--- src/logic/tscan_pkg.sv ---
// Package for the touch-sense scan counter: register map, fields, resets.
// Assumes a 32-bit classic Wishbone slave with word-aligned registers.
package tscan_pkg;
	localparam logic [7:0]  ADDR_CTRL     = 8'h00;
	localparam logic [7:0]  ADDR_CFG      = 8'h04;
	localparam logic [7:0]  ADDR_CHAN     = 8'h08;
	localparam logic [7:0]  ADDR_PINEN    = 8'h0C;
	localparam logic [7:0]  ADDR_CNT_HI   = 8'h10;
	localparam logic [7:0]  ADDR_CNT_LO   = 8'h14;
	localparam logic [7:0]  ADDR_STATUS   = 8'h18;
	// Control register bits
	localparam int          CTRL_EN       = 0;
	localparam int          CTRL_STOPEN   = 1;
	localparam int          CTRL_TRIGSEL  = 2;
	localparam int          CTRL_SWTRIG   = 3;
	localparam int          CTRL_IRQEN    = 4;
	localparam int          CTRL_END_OF_SCAN_FLAG     = 5;
	localparam int          CTRL_SCAN_IN_PROGRESS    = 6;
	// Config register fields
	localparam int          CFG_SCAN_COUNT_LSB  = 0;
	localparam int          CFG_PS_LSB    = 5;
	localparam int          CFG_ECUR_LSB  = 8;
	localparam int          CFG_RCUR_LSB  = 11;
	localparam logic [31:0] CTRL_RESET    = 32'h0000_0000;
	localparam logic [31:0] CFG_RESET     = 32'h0000_0000;
	localparam logic [31:0] UNMAPPED_DATA = 32'h0000_0000;
	localparam int          PS_MAX_LOG2   = 7;
	localparam int          SCAN_MAX      = 32;
	localparam logic [4:0]  MOD_MAX       = 5'h1F;
endpackage

--- src/logic/tscan_top.sv ---
// Touch-sense scan counter: prescaler, modulus counter, 16-bit accumulator.
// Assumes the electrode oscillator arrives unsynchronised on elec_osc_i.
//
// What this block does
// - Electrode oscillator passes a prescaler chosen by prescale_select.
// - Sampling interval is modulus counter running from zero to scan_count.
// - Result is reference clock periods counted during the interval.
// - Scanning works in run and wait only with module_enable_bit set.
// - In stop3, scanning continues only if stop_mode_enable is set.
// - Trigger select clear: software strobe starts scan of selected channel.
// - Trigger select set: no scan starts until a hardware trigger.
// - Chip hardware trigger, e.g. counter overflow, starts hardware scans.
// - Scans per measurement 1 to 32; field value 0 means one scan.
// - All scans summed in a 16-bit accumulator, read as high/low bytes.
// - Reference clock is the only operating clock and ticks the counter.
// - Several prescaler settings, division ratios up to 128.
// - Reference current select drives reference current independently.
// - Scan-in-progress status sets as soon as a scan begins.
// - End-of-scan flag sets on completion; read counts before clearing.
// - With scan_irq_enable set, end of scan raises the interrupt.
`timescale 1ns/1ns
module tscan_top
#(
	parameter int CHANNELS = 16
)
(
	input  wire logic        clk_i,
	input  wire logic        rst_i,
	input  wire logic        cyc_i,
	input  wire logic        stb_i,
	input  wire logic        we_i,
	input  wire logic [7:0]  adr_i,
	input  wire logic [3:0]  sel_i,
	input  wire logic [31:0] dat_i,
	output logic      [31:0] dat_o,
	output logic             ack_o,
	input  wire logic        elec_osc_i,
	input  wire logic        hw_trigger_i,
	input  wire logic        stop3_i,
	output logic      [3:0]  channel_select_o,
	output logic      [15:0] electrode_pin_enable_o,
	output logic      [2:0]  electrode_current_select_o,
	output logic      [2:0]  reference_current_select_o,
	output logic             osc_enable_o,
	output logic             scan_irq_o
);
	import tscan_pkg::*;

	if (CHANNELS < 1 || CHANNELS > 16)
	begin
		$error("CHANNELS must be 1 to 16");
	end

	typedef enum logic [1:0] {ST_IDLE, ST_SCAN} tscan_state_type;

	tscan_state_type state_q;
	logic            module_enable_bit_q;
	logic            stop_mode_enable_q;
	logic            trigger_select_q;
	logic            scan_irq_enable_q;
	logic            end_of_scan_flag_q;
	logic            scan_in_progress_q;
	logic [4:0]      scan_count_q;
	logic [2:0]      prescale_select_q;
	logic [2:0]      ecur_q;
	logic [2:0]      rcur_q;
	logic [3:0]      chan_q;
	logic [15:0]     pinen_q;
	logic [15:0]     acc_q;
	logic [15:0]     result_q;
	logic [6:0]      pre_q;
	logic [4:0]      mod_q;
	logic [4:0]      scans_done_q;
	logic [2:0]      osc_sync_q;
	logic [1:0]      trg_sync_q;
	logic            trg_prev_q;
	logic [1:0]      stop_sync_q;

	logic            wr;
	logic            rd_ack;
	logic            sw_trig;
	logic            hw_edge;
	logic            start;
	logic            active;
	logic            osc_edge;
	logic            pre_tick;
	logic            interval_end;
	logic            seq_end;
	logic [6:0]      pre_mask;

	assign wr      = cyc_i && stb_i && we_i && !ack_o;
	assign rd_ack  = cyc_i && stb_i && !ack_o;

	// Oscillator and trigger are asynchronous: two flops, then edge detect
	always_ff @(posedge clk_i)
	begin
		if (rst_i)
		begin
			osc_sync_q  <= 3'h0;
			trg_sync_q  <= 2'h0;
			trg_prev_q  <= 1'b0;
			stop_sync_q <= 2'h0;
		end
		else
		begin
			osc_sync_q  <= {osc_sync_q[1:0], elec_osc_i};
			trg_sync_q  <= {trg_sync_q[0], hw_trigger_i};
			trg_prev_q  <= trg_sync_q[1];
			stop_sync_q <= {stop_sync_q[0], stop3_i};
		end
	end

	assign osc_edge = osc_sync_q[1] && !osc_sync_q[2];
	assign hw_edge  = trg_sync_q[1] && !trg_prev_q;

	// In stop3 the block runs only with stop enable; otherwise module enable
	assign active  = module_enable_bit_q
		&& (!stop_sync_q[1] || stop_mode_enable_q);
	assign sw_trig = wr && (adr_i == ADDR_CTRL) && sel_i[0]
		&& dat_i[CTRL_SWTRIG] && !dat_i[CTRL_TRIGSEL]
		&& !trigger_select_q;
	assign start   = active && (state_q == ST_IDLE)
		&& (trigger_select_q ? hw_edge : sw_trig);

	// Divide by 2^prescale_select: 1 to 128
	assign pre_mask = 7'((8'h01 << prescale_select_q) - 8'h01);
	assign pre_tick = osc_edge && ((pre_q & pre_mask) == pre_mask);
	assign interval_end = pre_tick && (mod_q == scan_count_q);
	assign seq_end  = interval_end && (scans_done_q == scan_count_q);

	always_ff @(posedge clk_i)
	begin
		if (rst_i)
			state_q <= ST_IDLE;
		else if (!active)
			state_q <= ST_IDLE;
		else if (start)
			state_q <= ST_SCAN;
		else if (state_q == ST_SCAN && seq_end)
			state_q <= ST_IDLE;
	end

	// Prescaler and modulus counter run only during a scan
	always_ff @(posedge clk_i)
	begin
		if (rst_i || start)
		begin
			pre_q <= 7'h00;
			mod_q <= 5'h00;
			scans_done_q <= 5'h00;
		end
		else if (state_q == ST_SCAN && osc_edge)
		begin
			pre_q <= pre_q + 7'h01;
			if (pre_tick)
			begin
				if (interval_end)
				begin
					mod_q <= 5'h00;
					scans_done_q <= scans_done_q + 5'h01;
				end
				else
					mod_q <= mod_q + 5'h01;
			end
		end
	end

	// Reference clock counts every cycle of the sampling interval
	always_ff @(posedge clk_i)
	begin
		if (rst_i || start)
			acc_q <= 16'h0000;
		else if (state_q == ST_SCAN)
			acc_q <= acc_q + 16'h0001;
	end

	// Result latched at sequence end, so a read mid-scan stays stable
	always_ff @(posedge clk_i)
	begin
		if (rst_i)
			result_q <= 16'h0000;
		else if (state_q == ST_SCAN && seq_end)
			result_q <= acc_q + 16'h0001;
	end

	always_ff @(posedge clk_i)
	begin
		if (rst_i)
			scan_in_progress_q <= 1'b0;
		else
			scan_in_progress_q <= start
				|| (state_q == ST_SCAN && !seq_end && active);
	end

	// Set wins over a clear arriving in the same cycle
	always_ff @(posedge clk_i)
	begin
		if (rst_i)
			end_of_scan_flag_q <= 1'b0;
		else if (state_q == ST_SCAN && seq_end)
			end_of_scan_flag_q <= 1'b1;
		else if (wr && adr_i == ADDR_CTRL && sel_i[0] && dat_i[CTRL_END_OF_SCAN_FLAG])
			end_of_scan_flag_q <= 1'b0;
	end

	always_ff @(posedge clk_i)
	begin
		if (rst_i)
			scan_irq_o <= 1'b0;
		else
			scan_irq_o <= end_of_scan_flag_q && scan_irq_enable_q;
	end

	// Control and configuration writes; strobe bit is never stored
	always_ff @(posedge clk_i)
	begin
		if (rst_i)
		begin
			module_enable_bit_q <= CTRL_RESET[CTRL_EN];
			stop_mode_enable_q  <= CTRL_RESET[CTRL_STOPEN];
			trigger_select_q    <= CTRL_RESET[CTRL_TRIGSEL];
			scan_irq_enable_q   <= CTRL_RESET[CTRL_IRQEN];
			scan_count_q        <= CFG_RESET[CFG_SCAN_COUNT_LSB +: 5];
			prescale_select_q   <= CFG_RESET[CFG_PS_LSB +: 3];
			ecur_q              <= CFG_RESET[CFG_ECUR_LSB +: 3];
			rcur_q              <= CFG_RESET[CFG_RCUR_LSB +: 3];
			chan_q              <= 4'h0;
			pinen_q             <= 16'h0000;
		end
		else if (wr)
		begin
			if (adr_i == ADDR_CTRL && sel_i[0])
			begin
				module_enable_bit_q <= dat_i[CTRL_EN];
				stop_mode_enable_q  <= dat_i[CTRL_STOPEN];
				trigger_select_q    <= dat_i[CTRL_TRIGSEL];
				scan_irq_enable_q   <= dat_i[CTRL_IRQEN];
			end
			if (adr_i == ADDR_CFG)
			begin
				if (sel_i[0])
				begin
					scan_count_q      <= dat_i[CFG_SCAN_COUNT_LSB +: 5];
					prescale_select_q <= dat_i[CFG_PS_LSB +: 3];
				end
				if (sel_i[1])
				begin
					ecur_q <= dat_i[CFG_ECUR_LSB +: 3];
					rcur_q <= dat_i[CFG_RCUR_LSB +: 3];
				end
			end
			if (adr_i == ADDR_CHAN && sel_i[0])
				chan_q <= dat_i[3:0];
			if (adr_i == ADDR_PINEN)
			begin
				if (sel_i[0])
					pinen_q[7:0] <= dat_i[7:0];
				if (sel_i[1])
					pinen_q[15:8] <= dat_i[15:8];
			end
		end
	end

	// Read path and single-cycle ack
	always_ff @(posedge clk_i)
	begin
		if (rst_i)
		begin
			ack_o <= 1'b0;
			dat_o <= 32'h0000_0000;
		end
		else
		begin
			ack_o <= rd_ack;
			if (rd_ack && !we_i)
			begin
				unique case (adr_i)
					ADDR_CTRL:   dat_o <= {25'h0, scan_in_progress_q,
						end_of_scan_flag_q, scan_irq_enable_q, 1'b0,
						trigger_select_q, stop_mode_enable_q,
						module_enable_bit_q};
					ADDR_CFG:    dat_o <= {18'h0, rcur_q, ecur_q,
						prescale_select_q, scan_count_q};
					ADDR_CHAN:   dat_o <= {28'h0, chan_q};
					ADDR_PINEN:  dat_o <= {16'h0, pinen_q};
					ADDR_CNT_HI: dat_o <= {24'h0, result_q[15:8]};
					ADDR_CNT_LO: dat_o <= {24'h0, result_q[7:0]};
					ADDR_STATUS: dat_o <= {27'h0, scans_done_q};
					default:     dat_o <= UNMAPPED_DATA;
				endcase
			end
		end
	end

	// Pin and current controls to the analog front end
	always_ff @(posedge clk_i)
	begin
		if (rst_i)
		begin
			channel_select_o           <= 4'h0;
			electrode_pin_enable_o     <= 16'h0000;
			electrode_current_select_o <= 3'h0;
			reference_current_select_o <= 3'h0;
			osc_enable_o               <= 1'b0;
		end
		else
		begin
			channel_select_o           <= chan_q;
			electrode_pin_enable_o     <= pinen_q;
			electrode_current_select_o <= ecur_q;
			reference_current_select_o <= rcur_q;
			osc_enable_o               <= active;
		end
	end
endmodule

--- config.mk ---
export PLATFORM = sky130hd
export DESIGN_NAME = tscan_top
export DESIGN_NICKNAME = d
export VERILOG_FILES = /design/src/logic/tscan_pkg.sv /design/src/logic/tscan_top.sv
export SDC_FILE = /design/constraint.sdc
export NUM_CORES = 1
export LEC_CHECK = 0
export CAP_MARGIN = 20
export CORE_ASPECT_RATIO = 0.5
export CORE_MARGIN = 2
export CORE_UTILIZATION = 30
export CTS_CLUSTER_DIAMETER = 30
export DETAILED_ROUTE_END_ITERATION = 7
export DONT_BUFFER_PORTS = 1
export PLACE_DENSITY = 0.52
export SYNTH_ARGS = -nofsm -noshare
export SYNTH_HDL_FRONTEND = slang
export SYNTH_SLANG_ARGS = --single-unit
--- constraint.sdc ---
create_clock -name clk_i -period 2.6 [get_ports clk_i]
set_input_delay 0.13 -clock clk_i [delete_from_list [all_inputs] [get_ports clk_i]]
set_output_delay 0.13 -clock clk_i [all_outputs]
set_load 0.02 [all_outputs]
# Word level (Yosys, flattened, before mapping)
# Cells that the tools add are included.
classes:
  addsub: 5
  n_eq_ne: 9
  n_shift: 1
  mux: 7
  bitwise: 2
  reduce_logical: 50
op_table:
  columns: ["cell", "n"]
  rows:
  - ["16-bit one-hot mux with 7 select lines", 1]
  - ["1-bit logical AND", 26]
  - ["8-bit by 5-bit equality test with 1-bit output, second input constant", 3]
  - ["16-bit by 1-bit adder with 16-bit output, second input constant", 1]
  - ["8-bit by 4-bit equality test with 1-bit output, second input constant", 2]
  - ["3-bit AND reduction", 5]
  - ["5-bit by 1-bit adder with 5-bit output, second input constant", 2]
  - ["5-bit equality test", 2]
  - ["8-bit by 3-bit equality test with 1-bit output, second input constant", 1]
  - ["1-bit logical NOT", 8]
  - ["8-bit logical NOT", 1]
  - ["7-bit by 1-bit adder with 7-bit output, second input constant", 1]
  - ["7-bit bitwise AND", 1]
  - ["7-bit equality test", 1]
  - ["1-bit by 3-bit left shift with 7-bit output, first input constant", 1]
  - ["7-bit by 1-bit subtractor with 7-bit output, second input constant", 1]
  - ["2-bit AND reduction", 3]
  - ["1-bit two-way mux", 5]
  - ["5-bit two-way mux", 1]
  - ["2-bit nonzero test", 2]
  - ["1-bit logical OR", 3]
  - ["2-bit logical NOT", 1]
  - ["2-bit OR reduction", 1]
  - ["1-bit NOT", 1]
word_totals:
  register_bits: 159
  in_bits: 52
  out_inout_bits: 61
  word_cells: 105

# Longest topological paths before layout
depth:
  ltp_word: 11
  ltp_mapped: 7

# Least setup slack after synthesis
# Ideal clock, no wire load.
synth_path:
  path_type: "register -> register"
  from: "register ack_o"
  to: "register dat_o[4]"
  setup_ns: 0.058
  arrival_ns: 1.993
  required_ns: 2.542
  setup_slack_ns: 0.550
  stages_incl_launch_ff: 8
  n_path_buf: 2
  synth_period_minus_slack_ns: 2.050
  cell_sequence: "dfxtp_1 > nand4bb_1 > buf_2 > or4_1 > or4_1 > clkbuf_1 > a211oi_1 > a21o_1"
synth_via:
  elab_chain_len: 3
synth_rtl:
  columns: ["item", "line_no", "rtl"]
  rows:
  - ["start, declared", "tscan_top.sv:36", "output logic ack_o,"]
  - ["start signal, assigned", "tscan_top.sv:274", "ack_o <= rd_ack;"]
  - ["1-bit logical NOT", "tscan_top.sv:92", "assign rd_ack = cyc_i && stb_i && !ack_o;"]
  - ["1-bit logical AND", "tscan_top.sv:92", null]
  - ["1-bit logical AND", "tscan_top.sv:275", "if (rd_ack && !we_i)"]
  - ["end signal, assigned", "tscan_top.sv:278", "ADDR_CTRL: dat_o <= {25'h0, scan_in_progress_q,"]
  - ["end signal, assigned", "tscan_top.sv:282", "ADDR_CFG: dat_o <= {18'h0, rcur_q, ecur_q,"]
  - ["end signal, assigned", "tscan_top.sv:284", "ADDR_CHAN: dat_o <= {28'h0, chan_q};"]
  - ["end, declared", "tscan_top.sv:35", "output logic [31:0] dat_o,"]
# Every way passes these cells.
# A chain may end at the register's enable or synchronous reset.

# Worst setup path after layout
layout_path:
  from: "register ack_o"
  to: "register pinen_q[7]"
layout_via:
  elab_chain_len: 3
layout_rtl:
  columns: ["item", "line_no", "rtl"]
  rows:
  - ["1-bit logical NOT", "tscan_top.sv:91", "assign wr = cyc_i && stb_i && we_i && !ack_o;"]
  - ["1-bit logical AND", "tscan_top.sv:91", null]
  - ["3-bit AND reduction (no source line)", null, null]
  - ["end signal, assigned", "tscan_top.sv:257", "pinen_q[7:0] <= dat_i[7:0];"]
  - ["end, declared", "tscan_top.sv:68", "logic [15:0] pinen_q;"]
# Every way passes these cells.

==> impl_metrics.tcl <==
set metrics [dict create \
    grt_pass1_vias 4906 \
    syn_avg_cell_area_um2 9.05 \
    yosysTopAreaCell "dfxtp_1" \
    grt_overflow_total 0 \
    slew-limit-headroom 0.571 \
    post_cts_buffers 0 \
    yosysSeqAreaShare 0.446 \
    netlist-cell-type-count 63 \
    critPathRequiredTime_ns 2.95 \
    fin_skew_ns 0.0102 \
    hold_viol 0 \
    powerDensity_nw_per_um2 659 \
    place_congestion 0.774 \
    io_buffer_count 0 \
    cts_sinks 143 \
    setup.reg_to_reg.worst_slack_ns 0.41 \
    crit_end "pinen_q[7]" \
    synth.area.top_cells "dfxtp_1, mux2i_1, nor2b_1" \
    final_area_um2 7560 \
    drc 0 \
    endpoint_kind "flop" \
    antennaDiodeCount 0 \
    synth_top_area_frac 0.446 \
    grt_first_pass_wirelength_mm 27.3 \
    critical_path_buf_inv_count 0 \
    ys.flop_type "dfxtp_1" \
    cts_max_level 4 \
    worst_slew_pin_slew_ns 0.641 \
    yosys_warnings 0 \
    path_cells "and3b_1 > nand3_1 > nor2_1 > nand2_1 > a21oi_1" \
    ant_nets 0 \
    nets 784 \
    hold_class "input port to flop" \
    die-height_um 107 \
    start_util 0.309 \
    final_common_cell "dfxtp_1" \
    r2r_cells 5 \
    fmax_mhz 457 \
    synth-seq-cells 143 \
    ios 113 \
    avgRoutedWirePerCell_um 16.6 \
    cp_max_fo 13 \
    startpoint "ack_o" \
    drtIter0Drc 361 \
    die_w_um 211 \
    path_clk_slew_ns 0.06 \
    rows 37 \
    tns_ns 0 \
    min_period_ns 2.19 \
    layout_common_cells "dfxtp_1, nor2_1, nand2_1" \
    vias 5036 \
    antenna_found_initial 0 \
    finalSetupViolCount 0 \
    core_um2 20800 \
    synth-edff-count 0 \
    drive_gt1_frac 0.0918 \
    critical_path.slowest_cell "nor2_1" \
    drt_wl_total_mm 16.8 \
    reg2reg_to "pinen_q[7]" \
    crit_arrival_ns 2.54 \
    viasPerCell 4.97 \
    drv_slew 0 \
    die_area_um2 22600 \
    firstDrtPassIters 5 \
    area_growth_pct 17.7 \
    crit_path_start_kind "flop" \
    synth.cell_area_um2 6420 \
    peakVddDrop_uv 282 \
    drv_cap 0 \
    p_leak_nw 2.76 \
    cts_tree "done" \
    outcome "finished clean" \
    cts_buffers 17 \
    grt_max_degree 90 \
    synthArstFlopShare 0 \
    post-route-period-util 0.842 \
    place_area_um2 6650 \
    place_hpwl_mm 11.6 \
    cp_top_family "simple AND/OR/NAND/NOR gates" \
    grt_usage 0.156 \
    insertion_delay_ns 0.42 \
    path_class "flop to flop" \
    worst-path-stages 5 \
    synthCells 709 \
    r2r-start "ack_o" \
    rsz0062_at_grt "false" \
    root_buffer "clkbuf_16" \
    max_stage_delay_ns 0.61 \
    ctsLongestPathBuffers 2 \
]
synth_stat cells, types with 3 or more instances:
cell type / number
a21boi_0: 3
a21oi_1: 38
a221oi_1: 3
a22o_1: 6
a22oi_1: 10
and3_1: 10
and4_1: 5
buf_1: 5
buf_2: 8
buf_4: 16
clkbuf_1: 27
dfxtp_1: 143
ha_1: 4
inv_1: 13
mux2_2: 7
mux2i_1: 37
nand2_1: 61
nand2b_1: 9
nand3_1: 18
nand4_1: 13
nand4b_1: 4
nor2_1: 66
nor2b_1: 47
nor3_1: 10
o211a_1: 7
o21ai_0: 36
o31ai_1: 7
o41ai_1: 9
or2_2: 3
or3_1: 7
or4_1: 5
xnor2_1: 18
xor2_1: 17
kinds of logic (layout without fill, tap and decap cells):
kind of cell    Yosys count  count (layout)  synth area share
compound gates          136             136             0.140
xor+xnor                 35              35            0.0478
fa+ha+maj                 4               4           0.00780
buf+inv                  70              87            0.0530
flops                   143             143             0.446
mux                      46              46            0.0770
other cells               1              16          0.000584
simple gates            274             274             0.227
flip-flops by register name, summed over array words and instances, names as in the netlist, 5 cells and up:
signal,cells
acc_q,16
dat_o,16
electrode_pin_enable_o,16
pinen_q,16
result_q,16
pre_q,7
mod_q,5
scan_count_q,5
scans_done_q,5
area by class of cell:
class	count	area (um^2)
clock buffers	18	429
repair buffers	42	395
inverters	13	48.8
flip-flops and latches	143	2860
clock inverters	14	208
multi-input cells	511	3270
fillers	2123	13200
well taps	273	342
what timing repair did:
action                                 CTS  global route
endpoints found under the hold margin   91             0
gates resized for setup                  0             0
hold buffers                            25             0
how the worst min path moves through the flow:
stage                          start             to  slack, ns  depth (start not counted)
after floorplan           elec_osc_i  osc_sync_q[0]       0.26                          1
after global placement         rst_i  osc_sync_q[0]       0.21                          1
after detailed placement       rst_i     pinen_q[7]       0.21                          1
after CTS                      rst_i       dat_o[1]     0.0002                          3
after global routing           rst_i   result_q[15]       0.04                          2
final                          rst_i       dat_o[1]       0.04                          3
per-stage QoR:
step | cells | total power [mW] | setup WS, ns | utilization | hold slack (ns)
after floorplan | 724 | 2.36 | 0.550 | - | 0.258
after global placement | 957 | 2.34 | 0.463 | 0.320 | 0.211
after detailed placement | 957 | 2.34 | 0.439 | 0.320 | 0.212
final | 1014 | 4.98 | 0.412 | 0.364 | 0.0403
after CTS | 1014 | 5.04 | 0.419 | 0.364 | 0.000246
after global routing | 1014 | 5.15 | 0.249 | 0.364 | 0.0368
where the power goes:
part           total (mW)  switching [mW]  internal (mW)
combinational       0.153           0.101         0.0519
sequential           2.20         0.00324           2.20
clock                2.63           0.996           1.63
total                4.98            1.10           3.88
routing by layer:
layer | wire length, um | share of wire | global-route usage
met1 | 8280 | 0.49 | 0.211
met2 | 7540 | 0.45 | 0.244
met3 | 742 | 0.044 | 0.0397
met4 | 243 | 0.014 | 0.0543
met5 | 0 | 0 | 0
worst min-delay path, delay by kind of cell:
kind | cells | cell delay (ns)
compound gates | 1 | 0.06
simple gates | 2 | 0.20
Power figures use the tool's default switching activity.
